File: config.mk
export PLATFORM = sky130hd
export DESIGN_NAME = emb_external_bus
export DESIGN_NICKNAME = d
export VERILOG_FILES = /design/src/logic/emb_pkg.sv /design/src/logic/emb_external_bus.sv /design/src/logic/emb_strobe_decode.sv
export SDC_FILE = /design/constraint.sdc
export NUM_CORES = 1
export LEC_CHECK = 0
export BUFFER_PORTS_ARGS = -buffer_cell sky130_fd_sc_hd__buf_4
export CORE_UTILIZATION = 45
export CTS_BUF_LIST = sky130_fd_sc_hd__clkbuf_2
export CTS_CLUSTER_SIZE = 28
export DETAILED_ROUTE_END_ITERATION = 8
export PLACE_DENSITY_LB_ADDON = 0.2
export SYNTH_ARGS = -nofsm -noshare
export SYNTH_HDL_FRONTEND = slang
export SYNTH_SLANG_ARGS = --single-unit
File: constraint.sdc
create_clock -name clk -period 1.9 [get_ports clk]
set_input_delay 0.285 -clock clk [delete_from_list [all_inputs] [get_ports clk]]
set_output_delay 0.285 -clock clk [all_outputs]
set_load 0.02 [all_outputs]
File: src/logic/emb_pkg.sv
// emb_pkg: shared constants and types for the external memory bus strobe block
// assumes a single 20 MHz system clock and synchronous, active-high reset
package emb_pkg;

  // bus widths
  localparam int unsigned EMB_ADDR_MSB   = 19;              // top address line
  localparam int unsigned EMB_ADDR_LSB   = 1;               // lowest address line driven
  localparam int unsigned EMB_ADDR_W     = EMB_ADDR_MSB - EMB_ADDR_LSB + 1;
  localparam int unsigned EMB_BYTE_ADDR_W = EMB_ADDR_MSB + 1;
  localparam int unsigned EMB_DATA_W     = 16;
  localparam int unsigned EMB_BE_W       = 2;

  // byte enable lanes
  localparam int unsigned EMB_BE_LOW     = 0;
  localparam int unsigned EMB_BE_HIGH    = 1;

  // timing: clock period and strobe width
  localparam int unsigned EMB_CLK_PERIOD_NS = 50;
  localparam int unsigned EMB_STROBE_NS     = 100;          // least strobe width
  localparam int unsigned EMB_STROBE_CYC    =
    (EMB_STROBE_NS + EMB_CLK_PERIOD_NS - 1) / EMB_CLK_PERIOD_NS;
  localparam int unsigned EMB_CNT_W         = 4;
  localparam logic [EMB_CNT_W-1:0] EMB_STROBE_LAST =
    EMB_CNT_W'(EMB_STROBE_CYC - 1);
  localparam logic [EMB_CNT_W-1:0] EMB_CNT_ZERO = 4'h0;
  localparam logic [EMB_CNT_W-1:0] EMB_CNT_ONE  = 4'h1;

  // reset values
  localparam logic [EMB_ADDR_W-1:0] EMB_ADDR_RST = 19'h0_0000;
  localparam logic [EMB_DATA_W-1:0] EMB_DATA_RST = 16'h0000;
  localparam logic [EMB_BE_W-1:0]   EMB_BE_RST   = 2'h0;

  // access kinds requested by the core side
  typedef enum logic [1:0] {
    EMB_KIND_FETCH,   // program memory read
    EMB_KIND_READ,    // data memory read
    EMB_KIND_WRITE,   // data memory write, lanes from byte enables
    EMB_KIND_NONE
  } emb_kind_t;

endpackage : emb_pkg

File: src/logic/emb_external_bus.sv
// emb_external_bus: external program/data memory bus sequencer with strobes
// assumes one request source on the core side and asynchronous static memories outside
//
// What this block does
// RQ1 - drive a 19-bit address bus shared by data RAM and program memory
// RQ2 - program memory select acts as read strobe for program fetches
// RQ3 - high-byte write strobe asserted for high-byte and full word writes
// RQ4 - low-byte write strobe asserted for low-byte and full word writes
// RQ5 - dedicated data read strobe for data memory, distinct from program strobe
// RQ6 - write and read strobes are two-way pins, driven normally, input only in test
// RQ7 - lowest address line is bit 1; byte strobes choose the byte
// RQ8 - data moves over one shared two-way 16-bit data bus
// RQ9 - address bus reaches bit 19 as its top line
// RQ10 - program select never active together with data read or write strobes
`timescale 1ns/100ps
module emb_external_bus
  import emb_pkg::*;
(
  input  wire logic                       clk,
  input  wire logic                       srst,
  // core side request
  input  wire logic                       req_valid,
  output logic                            req_ready,
  input  emb_kind_t                       req_kind,
  input  wire logic [EMB_BYTE_ADDR_W-1:0] req_addr,
  input  wire logic [EMB_DATA_W-1:0]      req_wdata,
  input  wire logic [EMB_BE_W-1:0]        req_be,
  output logic                            resp_valid,
  output logic [EMB_DATA_W-1:0]           resp_rdata,
  // test mode releases the two-way strobes
  input  wire logic                       test_mode,
  output logic [2:0]                      test_strobe_seen,
  // memory side pins
  output logic [EMB_ADDR_MSB:EMB_ADDR_LSB] mem_addr,
  output logic                            program_memory_select_n,
  output logic                            data_read_strobe_n_o,
  output logic                            data_read_strobe_n_oe,
  input  wire logic                       data_read_strobe_n_i,
  output logic                            high_byte_write_strobe_n_o,
  output logic                            high_byte_write_strobe_n_oe,
  input  wire logic                       high_byte_write_strobe_n_i,
  output logic                            low_byte_write_strobe_n_o,
  output logic                            low_byte_write_strobe_n_oe,
  input  wire logic                       low_byte_write_strobe_n_i,
  output logic [EMB_DATA_W-1:0]           mem_data_o,
  output logic                            mem_data_oe,
  input  wire logic [EMB_DATA_W-1:0]      mem_data_i
);

  typedef enum logic [1:0] {
    EMB_ST_IDLE,
    EMB_ST_SETUP,
    EMB_ST_STROBE,
    EMB_ST_HOLD
  } emb_state_t;

  emb_state_t               state_reg;
  emb_state_t               state_next;
  emb_kind_t                kind_reg;
  logic [EMB_BE_W-1:0]      be_reg;
  logic [EMB_ADDR_W-1:0]    addr_reg;
  logic [EMB_DATA_W-1:0]    wdata_reg;
  logic [EMB_CNT_W-1:0]     cnt_reg;
  logic                     pms_n_reg;
  logic                     rd_n_reg;
  logic                     wrh_n_reg;
  logic                     wrl_n_reg;
  logic                     data_oe_reg;
  logic [EMB_DATA_W-1:0]    rdata_reg;
  logic                     resp_valid_reg;
  logic [2:0]               test_seen_reg;
  logic                     take;
  logic                     strobe_done;
  logic                     pm_sel;
  logic                     rd_sel;
  logic                     wrh_sel;
  logic                     wrl_sel;

  // request acceptance: one access at a time, none in test mode
  // test mode blocks new accesses, so only an access taken before test mode rose can still strobe while the pins are released
  assign req_ready   = (state_reg == EMB_ST_IDLE) && !test_mode;
  assign take        = req_valid && req_ready;
  assign strobe_done = (state_reg == EMB_ST_STROBE) && (cnt_reg == EMB_STROBE_LAST);

  // strobe selection for the latched access
  emb_strobe_decode u_decode (
    .kind    (kind_reg),
    .be      (be_reg),
    .pm_sel  (pm_sel),
    .rd_sel  (rd_sel),
    .wrh_sel (wrh_sel),
    .wrl_sel (wrl_sel)
  );

  // next state: setup, strobe, hold around every access
  // the length is fixed; a core that waits on req_ready can never shorten a strobe,
  // and the setup cycle lets the address settle before any memory is selected
  always_comb begin
    state_next = state_reg;
    case (state_reg)
      EMB_ST_IDLE:   if (take) state_next = EMB_ST_SETUP;
      EMB_ST_SETUP:  state_next = EMB_ST_STROBE;
      EMB_ST_STROBE: if (strobe_done) state_next = EMB_ST_HOLD;
      EMB_ST_HOLD:   state_next = EMB_ST_IDLE;
      default:       state_next = EMB_ST_IDLE;
    endcase
  end

  // state register
  always_ff @(posedge clk) begin
    if (srst) begin
      state_reg <= EMB_ST_IDLE;
    end else begin
      state_reg <= state_next;
    end
  end

  // access latch: address, kind, lanes and write data
  always_ff @(posedge clk) begin
    if (srst) begin
      kind_reg  <= EMB_KIND_NONE;
      be_reg    <= EMB_BE_RST;
      addr_reg  <= EMB_ADDR_RST;
      wdata_reg <= EMB_DATA_RST;
    end else if (take) begin
      kind_reg  <= req_kind;
      be_reg    <= req_be;
      // RQ7 drop address bit 0
      addr_reg  <= req_addr[EMB_ADDR_MSB:EMB_ADDR_LSB];
      wdata_reg <= req_wdata;
    end
  end

  // strobe width counter
  always_ff @(posedge clk) begin
    if (srst) begin
      cnt_reg <= EMB_CNT_ZERO;
    end else if (state_reg == EMB_ST_STROBE && !strobe_done) begin
      cnt_reg <= cnt_reg + EMB_CNT_ONE;
    end else begin
      cnt_reg <= EMB_CNT_ZERO;
    end
  end

  // strobes: asserted low only for the strobe phase
  always_ff @(posedge clk) begin
    if (srst) begin
      pms_n_reg <= 1'b1;
      rd_n_reg  <= 1'b1;
      wrh_n_reg <= 1'b1;
      wrl_n_reg <= 1'b1;
    end else if (state_next == EMB_ST_STROBE) begin
      // RQ10 exclusive strobe families
      pms_n_reg <= !pm_sel;
      rd_n_reg  <= !rd_sel;
      wrh_n_reg <= !wrh_sel;
      wrl_n_reg <= !wrl_sel;
    end else begin
      pms_n_reg <= 1'b1;
      rd_n_reg  <= 1'b1;
      wrh_n_reg <= 1'b1;
      wrl_n_reg <= 1'b1;
    end
  end

  // data bus drive for writes through strobe and hold
  // drive starts two cycles after the take, with the strobes, so the bus is not fought while a memory
  // that was read last is still letting go of it; it ends one cycle after the strobes
  always_ff @(posedge clk) begin
    if (srst) begin
      data_oe_reg <= 1'b0;
    end else begin
      // RQ8 drive shared bus
      data_oe_reg <= (kind_reg == EMB_KIND_WRITE) && (state_next != EMB_ST_IDLE) && (state_reg != EMB_ST_IDLE);
    end
  end

  // read data capture at the end of the strobe, completion pulse
  always_ff @(posedge clk) begin
    if (srst) begin
      rdata_reg      <= EMB_DATA_RST;
      resp_valid_reg <= 1'b0;
    end else begin
      resp_valid_reg <= strobe_done;
      if (strobe_done && (kind_reg == EMB_KIND_FETCH || kind_reg == EMB_KIND_READ)) begin
        // RQ8 sample shared bus
        rdata_reg <= mem_data_i;
      end
    end
  end

  // test observation of the released strobe pins
  // outside test mode the last pattern seen stays readable
  always_ff @(posedge clk) begin
    if (srst) begin
      test_seen_reg <= 3'h0;
    end else if (test_mode) begin
      test_seen_reg <= {high_byte_write_strobe_n_i, low_byte_write_strobe_n_i, data_read_strobe_n_i};
    end
  end

  // pin outputs
  // RQ1 address bus out
  // RQ9 top line bit 19
  assign mem_addr                    = addr_reg;
  // RQ2 program read strobe
  assign program_memory_select_n     = pms_n_reg;
  // RQ6 strobes driven unless testing
  assign data_read_strobe_n_o        = rd_n_reg;
  assign data_read_strobe_n_oe       = !test_mode;
  assign high_byte_write_strobe_n_o  = wrh_n_reg;
  assign high_byte_write_strobe_n_oe = !test_mode;
  assign low_byte_write_strobe_n_o   = wrl_n_reg;
  assign low_byte_write_strobe_n_oe  = !test_mode;
  assign mem_data_o                  = wdata_reg;
  assign mem_data_oe                 = data_oe_reg;
  assign resp_valid                  = resp_valid_reg;
  assign resp_rdata                  = rdata_reg;
  assign test_strobe_seen            = test_seen_reg;

endmodule : emb_external_bus

File: src/logic/emb_strobe_decode.sv
// emb_strobe_decode: maps an access kind and byte enables onto the four strobe selects
// assumes the caller registers the results before they reach the pins
`timescale 1ns/100ps
module emb_strobe_decode
  import emb_pkg::*;
(
  input  emb_kind_t           kind,
  input  wire logic [EMB_BE_W-1:0] be,
  output logic                pm_sel,
  output logic                rd_sel,
  output logic                wrh_sel,
  output logic                wrl_sel
);

  // one strobe family per kind, never two at once
  always_comb begin
    pm_sel  = 1'b0;
    rd_sel  = 1'b0;
    wrh_sel = 1'b0;
    wrl_sel = 1'b0;
    case (kind)
      // RQ2 program fetch strobe
      EMB_KIND_FETCH: pm_sel = 1'b1;
      // RQ5 separate data read
      EMB_KIND_READ:  rd_sel = 1'b1;
      EMB_KIND_WRITE: begin
        // RQ3 high lane write
        wrh_sel = be[EMB_BE_HIGH];
        // RQ4 low lane write
        wrl_sel = be[EMB_BE_LOW];
      end
      default: pm_sel = 1'b0;
    endcase
  end

endmodule : emb_strobe_decode

* Yosys cells after proc, flatten, opt, wreduce, memory -nomap -nowiden
Index checks and enable logic that the tools add are counted.
Cells by class: $add $sub $neg 1, eq/ne operators 7, muxes and demuxes 7, bitwise logic cells 2, reductions and logical operators 20
Operators with widths (count):
- $eq A2 B2 Y1 const B | 4
- $pmux W2 S4 | 1
- $logic_and A1 B1 Y1 | 7
- $logic_not A1 Y1 | 6
- $add A4 B1 Y4 const B | 1
- $eq A2 B1 Y1 const B | 2
- $eq A4 B1 Y1 const B | 1
- $logic_not A2 Y1 | 2
- $mux W1 | 4
- $mux W2 | 2
- $reduce_bool A2 Y1 | 2
- $reduce_or A2 Y1 | 2
- $not A1 Y1 | 2
- $logic_or A1 B1 Y1 | 1
Word-level totals: bits in registers 70, output and inout bits 64, word-level logic and storage cells 51

* Logic depth before layout (Yosys ltp)
Gate-level depths: netlist (run 1).
depth in word-level cells 8, mapped depth 7, depth with buffers taken out 5

* By module
From an unflattened synthesis (run 1), not the netlist that was laid out.
Second synthesis, totals: cell total of the unflattened synthesis 307, area total of the unflattened synthesis 2718.9 µm²
Modules (own cells, without submodules):
- emb_external_bus | times used 1, cells each 303, area each 2686.3 µm², seq. area each 1401.3 µm²
- emb_strobe_decode | times used 1, cells each 4, area each 32.5 µm², seq. area each 0.0 µm²

* Least setup slack after synthesis (run 1)
Ideal clock, no wire load.
path type register to register, from register cnt_reg[0], to register rdata_reg[10], in the netlist resp_rdata[10], arrival 1.595 ns, required time 1.828 ns, setup slack 0.234 ns, stages on the path, launching flop included 6, clock period less this slack 1.666 ns, path through dfxtp_1 -> ha_1 -> or3b_4 -> nor3_4 -> buf_8 -> mux2i_1
On the way: longest elaborated chain between the ends 3
Ends and longest elaborated chain:
- from (decl) | line emb_external_bus.sv:63 | logic [EMB_CNT_W-1:0] cnt_reg;
- from (signal assigned) | line emb_external_bus.sv:139 | cnt_reg <= cnt_reg + EMB_CNT_ONE;
- $eq A4 B1 Y1 | line emb_external_bus.sv:83 | assign strobe_done = (state_reg == EMB_ST_STROBE) && (cnt_reg == EMB_STROBE_LAST);
- $logic_and A1 B1 Y1 | line emb_external_bus.sv:83
- $logic_and A1 B1 Y1 | line emb_external_bus.sv:185 | if (strobe_done && (kind_reg == EMB_KIND_FETCH || kind_reg == EMB_KIND_READ)) begin
- to (signal assigned) | line emb_external_bus.sv:187 | rdata_reg <= mem_data_i;
- to (decl) | line emb_external_bus.sv:69 | logic [EMB_DATA_W-1:0] rdata_reg;
Every way passes these cells. A chain may end at the register's enable or synchronous reset.

* Worst setup path in the final report (run 1)
from register state_reg[0], to output req_ready
On the way: longest elaborated chain between the ends 2
Ends and longest elaborated chain:
- from (decl) | line emb_external_bus.sv:57 | emb_state_t state_reg;
- from (signal assigned) | line emb_external_bus.sv:114 | state_reg <= state_next;
- $logic_not A2 Y1 | line emb_external_bus.sv:81 | assign req_ready = (state_reg == EMB_ST_IDLE) && !test_mode;
- $logic_and A1 B1 Y1 | line emb_external_bus.sv:81
- to (decl) | line emb_external_bus.sv:23 | output logic req_ready,
Every way passes these cells.

==> impl_metrics.py, run 1 <==
metrics = {
    "layout": {
        "area_growth_pct": 48.5,
        "antenna_cells": 0,
        "final_core_util_pct": 71.0,
        "final_common_cell": "buf_4",
        "largest_register_ff_count": 19,
        "final_cell_mix": "129 x buf_4, 76 x nand2_1, 70 x dfxtp_1",
        "fin_nets": 515,
        "layout-drive-gt1-share_pct": 32.5,
        "fin_area_um2": 4010,
    },
    "grt": {
        "grt_start_max_net_pins": 50,
        "antenna_found_initial": 0,
        "grt_usage_pct": 20.7,
        "grt_pass1_vias": 2228,
        "gr-total-overflow": 0,
        "grt_pass1_wl_mm": 10.0,
    },
    "clock_network": {
        "clock_sinks": 70,
        "cts-htree-levels": 3,
        "cts_buffers": 9,
        "cts-resized-gates": 0,
        "root_buffer": "clkbuf_2",
        "path_clk_slew_ns": 0.18,
        "cts_tree": "built",
        "clock_latency_ns": 0.47,
        "cts_buffer_depth": 2,
    },
    "min_path": {
        "hp-class": "input pin to flop",
        "hold_path_depth": 3,
        "holdPathEnd": "mem_addr[12]",
        "holdCritStartpoint": "req_addr[12]",
    },
    "yosys": {
        "synth_area_um2": 2700,
        "yosys_warnings": 0,
        "ys_ff_latch": 70,
        "postSynthAreaPerCell_um2": 8.84,
        "syn_nets": 373,
        "ys_seq_area_share_pct": 52.0,
        "ys_types": 27,
        "netlist_instances": 305,
    },
    "worst_setup_path": {
        "required_ns": 1.62,
        "cp_max_fo": 4,
        "r2r_slack_ns": 0.31,
        "end_kind": "output port",
        "worstReg2RegEnd": "resp_rdata[13]",
        "start_kind": "flop",
        "r2r_cells": 5,
        "critical_path_arrival_ns": 1.42,
        "reg2reg_from": "cnt_reg[0]",
        "crit_type": "flop to output port",
    },
    "routing": {
        "routed_wl_mm": 6.43,
        "drt_first_pass_iters": 4,
        "final_antenna_net_count": 0,
        "num_vias": 2467,
        "routedWlPerCell_um": 12.3,
        "drc": 0,
        "via_per_inst": 4.71,
        "drt_first_iter_violations": 125,
    },
    "placement": {
        "port_buffers": 125,
        "place_area_um2": 3690,
        "hpwl_mm": 4.34,
        "routabilityCongestion": 0.728,
    },
    "power_and_ir_drop": {
        "cellPowerDensity_nw_per_um2": 857,
        "max-vdd-ir-drop_uv": 543,
        "p_leak_nw": 1.76,
        "fin_total_pwr_w": 0.00343,
    },
    "die": {
        "die_area_um2": 6310,
        "ios": 127,
        "initial_utilization_pct": 47.8,
        "die_h_um": 79.4,
        "core_um2": 5640,
        "die_w_um": 79.4,
        "rows": 27,
    },
    "timing": {
        "tightest_slew_ns": 0.389,
        "hold_violations": 0,
        "hold_ws_ns": 0.0502,
        "min_period_ns": 1.71,
        "fmax_ghz": 0.586,
        "post-route-period-util_pct": 89.8,
        "fin_worst_skew_ns": 0.0259,
        "drv_slew": 0,
        "rsz0062_at_grt": "false",
        "fin_tns_setup_ns": 0,
        "setup_violations": 0,
        "relSlewSlack_pct": 74.1,
    },
    "job": {
        "cap_viol_max_count": 0,
    },
    "outcome": {
        "status": "complete, no violations",
    },
}
-- worst max-delay path, cell delays in order (launching register included) --
cell	delay, ns
dfxtp_1	0.38
inv_1	0.08
ha_1	0.23
nor2b_1	0.14
buf_4	0.15
-- how the worst max path moves through the flow --
stage | start | to | slack, ns | cells after the start
after detailed placement | cnt_reg[0] | resp_rdata[13] | 0.31 | 5
after CTS | state_reg[0] | req_ready | 0.15 | 4
final | state_reg[0] | req_ready | 0.19 | 4
after floorplan | cnt_reg[0] | resp_rdata[10] | 0.23 | 5
after global routing | state_reg[0] | req_ready | 0.08 | 4
after global placement | state_reg[0] | kind_reg[1] | 0.36 | 6
-- stage by stage --
stage	std cells	setup slack, ns
2_1_floorplan	305	0.234
3_3_place_gp	487	0.362
3_5_place_dp	487	0.313
4_1_cts	524	0.149
5_1_grt	524	0.0814
6_report	524	0.194
-- report_power, final --
group | leakage [nW] | internal (W) | switching [W] | total (W)
clock | 0.0705 | 0.000295 | 0.000489 | 0.000785
sequential | 0.569 | 0.00160 | 0.0000715 | 0.00167
combinational | 1.12 | 0.000429 | 0.000552 | 0.000980
total | 1.76 | 0.00232 | 0.00111 | 0.00343
-- cells in the mapped netlist --
library cell | instances | share of area, %
or2b_1 | 1 | 0.28
clkbuf_1 | 11 | 1.5
o311ai_0 | 1 | 0.32
and3b_1 | 1 | 0.32
dfxtp_1 | 70 | 52
nor3_1 | 1 | 0.19
nand2b_1 | 36 | 8.4
buf_4 | 2 | 0.56
nand3_1 | 1 | 0.19
nand3b_1 | 3 | 0.84
nor2b_1 | 2 | 0.46
nor3_4 | 1 | 0.60
buf_2 | 4 | 0.74
mux2i_1 | 19 | 7.1
ha_1 | 5 | 2.3
nand2_1 | 76 | 11
inv_1 | 7 | 0.97
a21oi_1 | 40 | 7.4
nor2_1 | 12 | 1.7
a211o_1 | 1 | 0.32
or3b_4 | 1 | 0.42
xor2_1 | 1 | 0.32
o211ai_1 | 1 | 0.28
o2111ai_1 | 3 | 0.97
buf_1 | 3 | 0.42
buf_8 | 1 | 0.56
o31a_1 | 1 | 0.32
-- metal layers --
metal	routed length [µm]	global-route usage [%]	vias to the layer above
li1	-	-	1270
met1	2700	24.4	1108
met2	3220	33.5	77
met3	400	6.06	12
met4	114	12.0	0
met5	0	0	-
-- final cells by class --
type,count,area (µm²)
multi-input cells,207,1170
clock buffers,10,50.0
well taps,72,90.1
fillers,435,1640
repair buffers,152,1220
flip-flops and latches,70,1400
clock inverters,6,52.6
inverters,7,26.3
-- logic make-up after synthesis --
family                   count (synthesis)  share of synthesized area, %
buffers and inverters                   28                          4.78
flip-flops                              70                          52.0
adder cells (fa/ha/maj)                  5                          2.32
AO/OA/AOI/OAI                           47                          9.65
XOR/XNOR                                 1                         0.325
multiplexers                            19                          7.05
AND/OR/NAND/NOR                        135                          23.9
-- what timing repair did --
action,CTS,global route
hold buffers,21,0
endpoints found under the setup margin,0,0
hold endpoints to repair,21,0
setup buffers,0,0
No activity file was read; power rests on OpenSTA's default activity.
==> run 2, diff against run 1 <==
--- a/config.mk
+++ b/config.mk
@@ -5,6 +5,7 @@
 export SDC_FILE = /design/constraint.sdc
 export NUM_CORES = 1
 export LEC_CHECK = 0
+export ABC_AREA = 1
 export BUFFER_PORTS_ARGS = -buffer_cell sky130_fd_sc_hd__buf_4
 export CORE_UTILIZATION = 45
 export CTS_BUF_LIST = sky130_fd_sc_hd__clkbuf_2
==> run 2 against run 1 <==
Effect of this change: synthesized cell count rose by 12%; final cell count up 14%; sequential share of layout area is 2.5 points lower; die area is 0.99% lower; core utilization increased by 6.0 points; synthesized area down 1.0%; final area rose by 7.8%; critical path depth rose by 1; total power is 2.8% higher; via count is 12% higher; non-clock buffer count increased by 36; combinational power increased by 6%; critical path type unchanged; largest cell class is now non-clock buffers.
==> impl_metrics.py, run 2 <==
metrics = {
    "clock_network": {
        "postCtsSetupRepairBufs": 0,
        "path_clk_slew_ns": 0.20,
        "root_buffer": "clkbuf_2",
        "cts_buffer_depth": 2,
        "cts-htree-levels": 3,
        "cts_tree": "built",
        "cts_buffers": 9,
        "clock_sinks": 70,
        "clock_latency_ns": 0.49,
    },
    "worst_setup_path": {
        "required_ns": 1.62,
        "critical_path.slowest_cell": "dfxtp_1",
        "critPathMostFrequentCell": "inv_1",
        "end_kind": "output port",
        "crit_type": "flop to output port",
        "worstPathCellList": "inv_1, ha_1, inv_1, nor2_1, buf_4",
        "critical_path_arrival_ns": 1.46,
        "cp_max_fo": 4,
        "start_kind": "flop",
        "critPathMaxStageDelay_ns": 0.38,
    },
    "yosys": {
        "synth_commonest_cells": "99 x nand2_1, 70 x dfxtp_1, 50 x nor2_1",
        "synth_top_area_share_pct": 52.5,
        "ys_types": 22,
        "synth_area_leader_cell": "dfxtp_1",
        "postSynthAreaPerCell_um2": 7.83,
        "async_reset_ff_share_pct": 0,
        "syn_nets": 409,
        "yosys_warnings": 0,
        "ys_top_cells_by_area": "dfxtp_1 53%, nand2_1 14%, nor2_1 7.0%",
        "ys_seq_area_share_pct": 52.5,
        "synth_edf_count": 0,
        "synth.most_common_cell": "nand2_1",
        "synth_top_flop_cell": "dfxtp_1",
        "netlist_instances": 341,
        "synth_area_um2": 2670,
        "ys_ff_latch": 70,
    },
    "layout": {
        "multi_input_area_um2": 1050,
        "area_growth_pct": 61.8,
        "fill_cells": 410,
        "antenna_cells": 0,
        "fin_area_um2": 4320,
        "layout-drive-gt1-share_pct": 32.7,
        "fin_nets": 589,
        "seqCellArea_um2": 1400,
        "final_common_cell": "buf_4",
        "largest_register_ff_count": 19,
        "fin_cells": 598,
        "final_cell_mix": "130 x buf_4, 99 x nand2_1, 70 x dfxtp_1",
    },
    "power_and_ir_drop": {
        "cellPowerDensity_nw_per_um2": 817,
        "max-vdd-ir-drop_uv": 570,
        "p_leak_nw": 2.06,
        "fin_total_pwr_w": 0.00353,
    },
    "timing": {
        "drv_slew": 0,
        "hold_violations": 0,
        "min_period_ns": 1.74,
        "fin_worst_skew_ns": 0.0246,
        "post-route-period-util_pct": 91.8,
        "relSlewSlack_pct": 71.6,
        "rsz0062_at_grt": "false",
        "fin_tns_setup_ns": 0,
        "fmax_ghz": 0.574,
        "setup_violations": 0,
        "tightest_slew_ns": 0.426,
    },
    "die": {
        "initial_utilization_pct": 47.6,
        "die_h_um": 79.0,
        "ios": 127,
        "rows": 27,
        "core_um2": 5610,
        "die_w_um": 79.0,
        "die_area_um2": 6240,
    },
    "routing": {
        "drt_first_iter_violations": 128,
        "num_vias": 2775,
        "routedWlPerCell_um": 12.0,
        "routed_wl_mm": 7.19,
        "drt_first_pass_iters": 4,
        "drc": 0,
        "via_per_inst": 4.64,
        "final_antenna_net_count": 0,
    },
    "placement": {
        "hpwl_mm": 4.35,
        "routabilityCongestion": 0.773,
        "port_buffers": 125,
        "place_area_um2": 3640,
        "dp.cells": 525,
    },
    "grt": {
        "grt_usage_pct": 24.2,
        "grt_pass1_vias": 2650,
        "gr-total-overflow": 0,
        "antenna_found_initial": 0,
        "grt_start_max_net_pins": 40,
        "grt_pass1_wl_mm": 11.7,
    },
    "min_path": {
        "hp-class": "input pin to flop",
    },
    "outcome": {
        "status": "complete, no violations",
    },
    "job": {
        "cap_viol_max_count": 0,
    },
}
==> run 2: final cells by class <==
| cell class | count | share of cell area [%] |
|---|---|---|
| flip-flops and latches | 70 | 32.4 |
| well taps | 72 | 2.09 |
| multi-input cells | 224 | 24.2 |
| repair buffers | 188 | 36.3 |
| clock inverters | 7 | 1.51 |
| clock buffers | 9 | 1.04 |
| inverters | 28 | 2.43 |
==> run 2: per-stage QoR <==
step / utilization, % / hold slack (ns) / worst slack, ns
2_1_floorplan: - / 0.403 / 0.668
3_3_place_gp: 64.9 / 0.441 / 0.520
5_1_grt: 77.0 / 0.0489 / 0.0181
4_1_cts: 75.9 / 0.000186 / 0.109
3_5_place_dp: 64.9 / 0.448 / 0.474
6_report: 77.0 / 0.0763 / 0.157
==> run 2: worst max-delay path, delay by kind of cell (launching register included) <==
kind	cells	cell delay [ns]
adder cells (fa/ha/maj)	1	0.23
AND/OR/NAND/NOR	1	0.04
flip-flops	1	0.38
buffers and inverters	3	0.33
==> run 2: path summary, 6_finish.rpt <==
check	start	end	slack (ns)	cells past startpoint
worst max-delay path	state_reg[0]	req_ready	0.16	5
worst min register to register	kind_reg[0]	program_memory_select_n	0.46	2
worst min-delay path	test_mode	test_strobe_seen[2]	0.08	3
worst max register to register	state_reg[0]	low_byte_write_strobe_n_o	0.43	7
==> run 2: power breakdown <==
| group | switching [W] | leakage (nW) | internal [W] | total (W) |
|---|---|---|---|---|
| sequential | 0.0000740 | 0.569 | 0.00160 | 0.00168 |
| combinational | 0.000576 | 1.42 | 0.000459 | 0.00104 |
| clock | 0.000524 | 0.0675 | 0.000294 | 0.000818 |
==> run 2: layer usage <==
layer | routed length (µm) | up-vias | track usage (%)
li1 | - | 1414 | -
met1 | 2890 | 1248 | 25.4
met2 | 3640 | 97 | 42.9
met3 | 525 | 16 | 10.3
met4 | 139 | 0 | 8.55
met5 | 0 | - | 0
==> run 2: cell families after synthesis <==
group                    count (synthesis)  share of synthesized area [%]
XOR/XNOR                                 1                          0.328
AND/OR/NAND/NOR                        171                           26.1
buffers and inverters                   47                           8.30
flip-flops                              70                           52.5
AO/OA/AOI/OAI                           47                           10.4
adder cells (fa/ha/maj)                  5                           2.34
==> run 2: what timing repair did <==
item / CTS / global route
gates resized for setup: 0 / 0
hold buffers: 51 / 6
endpoints found under the hold margin: 52 / 6
==> run 3, diff against run 2 <==
--- a/config.mk
+++ b/config.mk
@@ -7,6 +7,7 @@
 export LEC_CHECK = 0
 export ABC_AREA = 1
 export BUFFER_PORTS_ARGS = -buffer_cell sky130_fd_sc_hd__buf_4
+export CORE_MARGIN = 1.5
 export CORE_UTILIZATION = 45
 export CTS_BUF_LIST = sky130_fd_sc_hd__clkbuf_2
 export CTS_CLUSTER_SIZE = 28
==> run 3 against run 2 <==
Effect of this change: total power up 2.8%; clock power grew 14%; final area decreased by 3.4%; highest routed layer unchanged; critical path depth stayed put; fmax rose by 2.5%.
==> impl_metrics.py, run 3 (synthesized netlist as in run 2, its figures left out) <==
metrics = {
    "worst_setup_path": {
        "cp_top_family": "flip-flops",
        "required_ns": 1.62,
        "critical_path_arrival_ns": 1.42,
        "worstPathCellList": "inv_1, ha_1, inv_1, nor2_1, buf_4",
        "critical_path.slowest_cell": "dfxtp_1",
        "cp_max_fo": 4,
        "crit_type": "flop to output port",
        "path_buf_inv": 3,
        "critPathMostFrequentCell": "inv_1",
        "end_kind": "output port",
        "critPathMaxStageDelay_ns": 0.34,
        "start_kind": "flop",
    },
    "die": {
        "rows": 27,
        "core_um2": 5610,
        "initial_utilization_pct": 47.6,
        "die_w_um": 80.0,
        "die_area_um2": 6400,
        "die_h_um": 80.0,
        "ios": 127,
    },
    "layout": {
        "antenna_cells": 0,
        "fin_nets": 571,
        "fill_cells": 421,
        "layout-drive-gt1-share_pct": 33.7,
        "final_common_cell": "buf_4",
        "area_growth_pct": 56.3,
        "fin_cells": 580,
        "fin_area_um2": 4170,
        "largest_register_ff_count": 19,
        "final_cell_mix": "129 x buf_4, 99 x nand2_1, 70 x dfxtp_1",
        "final_core_util_pct": 74.4,
    },
    "clock_network": {
        "cts_hold_buf": 21,
        "cts_buffer_depth": 2,
        "cts-resized-gates": 0,
        "cts-htree-levels": 3,
        "cts_buffers": 9,
        "clock_latency_ns": 0.48,
        "postCtsSetupRepairBufs": 0,
        "clock_sinks": 70,
        "root_buffer": "clkbuf_2",
        "cts_tree": "built",
        "path_clk_slew_ns": 0.18,
    },
    "timing": {
        "fin_worst_skew_ns": 0.0210,
        "fmax_ghz": 0.588,
        "setup_violations": 0,
        "tightest_slew_ns": 0.429,
        "post-route-period-util_pct": 89.5,
        "relSlewSlack_pct": 71.4,
        "min_period_ns": 1.70,
        "hold_violations": 0,
        "fin_tns_setup_ns": 0,
        "rsz0062_at_grt": "false",
        "drv_slew": 0,
    },
    "placement": {
        "port_buffers": 125,
        "place_area_um2": 3650,
        "routabilityCongestion": 0.731,
        "dp.cells": 525,
        "hpwl_mm": 4.37,
    },
    "routing": {
        "via_per_inst": 4.57,
        "drt_first_pass_iters": 4,
        "routed_wl_mm": 7.16,
        "num_vias": 2651,
        "drc": 0,
        "final_antenna_net_count": 0,
        "dr_wl_met2_mm": 3.52,
        "drt_first_iter_violations": 83,
        "wl_met1_mm": 3.03,
        "routedWlPerCell_um": 12.4,
        "wl_met3_um": 511,
        "top_layer_used": "met4",
    },
    "grt": {
        "grt_start_max_net_pins": 41,
        "antenna_found_initial": 0,
        "grt_pass1_wl_mm": 11.0,
        "grt_usage_pct": 22.1,
        "gr-total-overflow": 0,
        "grt_pass1_vias": 2604,
    },
    "outcome": {
        "status": "complete, no violations",
    },
    "power_and_ir_drop": {
        "cellPowerDensity_nw_per_um2": 870,
        "fin_total_pwr_w": 0.00363,
        "p_leak_nw": 2.01,
        "max-vdd-ir-drop_uv": 520,
    },
    "min_path": {
        "hp-class": "input pin to flop",
    },
    "job": {
        "cap_viol_max_count": 0,
    },
}
-- run 3: worst paths after layout --
path            startpoint       endpoint  slack (ns)  depth (start not counted)
min reg2reg      be_reg[0]      be_reg[0]        0.47                          2
max reg2reg   state_reg[0]  mem_data_o[8]        0.36                          7
max           state_reg[0]      req_ready        0.20                          5
min          mem_data_i[3]  resp_rdata[3]        0.02                          3
-- run 3: through the flow --
stage	hold WS [ns]	setup WS [ns]
after floorplan	0.403	0.668
after global placement	0.441	0.468
after detailed placement	0.447	0.412
after CTS	0.000273	0.172
after global routing	0.00128	0.0601
final	0.0246	0.199
-- run 3: report_power, final --
part | total (W) | switching (W) | internal, W
combinational | 0.00102 | 0.000574 | 0.000445
clock | 0.000936 | 0.000496 | 0.000439
sequential | 0.00167 | 0.0000713 | 0.00160
total | 0.00363 | 0.00114 | 0.00249
-- run 3: cell type report --
type | count | area [µm²] | share of cell area, %
sequential | 70 | 1400 | 33.6
timing repair buffer | 170 | 1400 | 33.5
multi-input combinational | 224 | 1050 | 25.1
inverter | 28 | 105 | 2.52
tap | 72 | 90.1 | 2.16
clock inverter | 5 | 73.8 | 1.77
clock buffer | 11 | 55.1 | 1.32
-- run 3: tightest hold or removal path: cells and delay by family --
family	cells	cell delay [ns]
buffers and inverters	1	0.08
and+or+nand+nor	2	0.11
-- run 3: routing by layer --
layer,global-route usage [%],up-vias
met4,9.31,0
li1,-,1373
met5,0,-
met2,39.5,84
met3,7.43,10
met1,23.5,1184
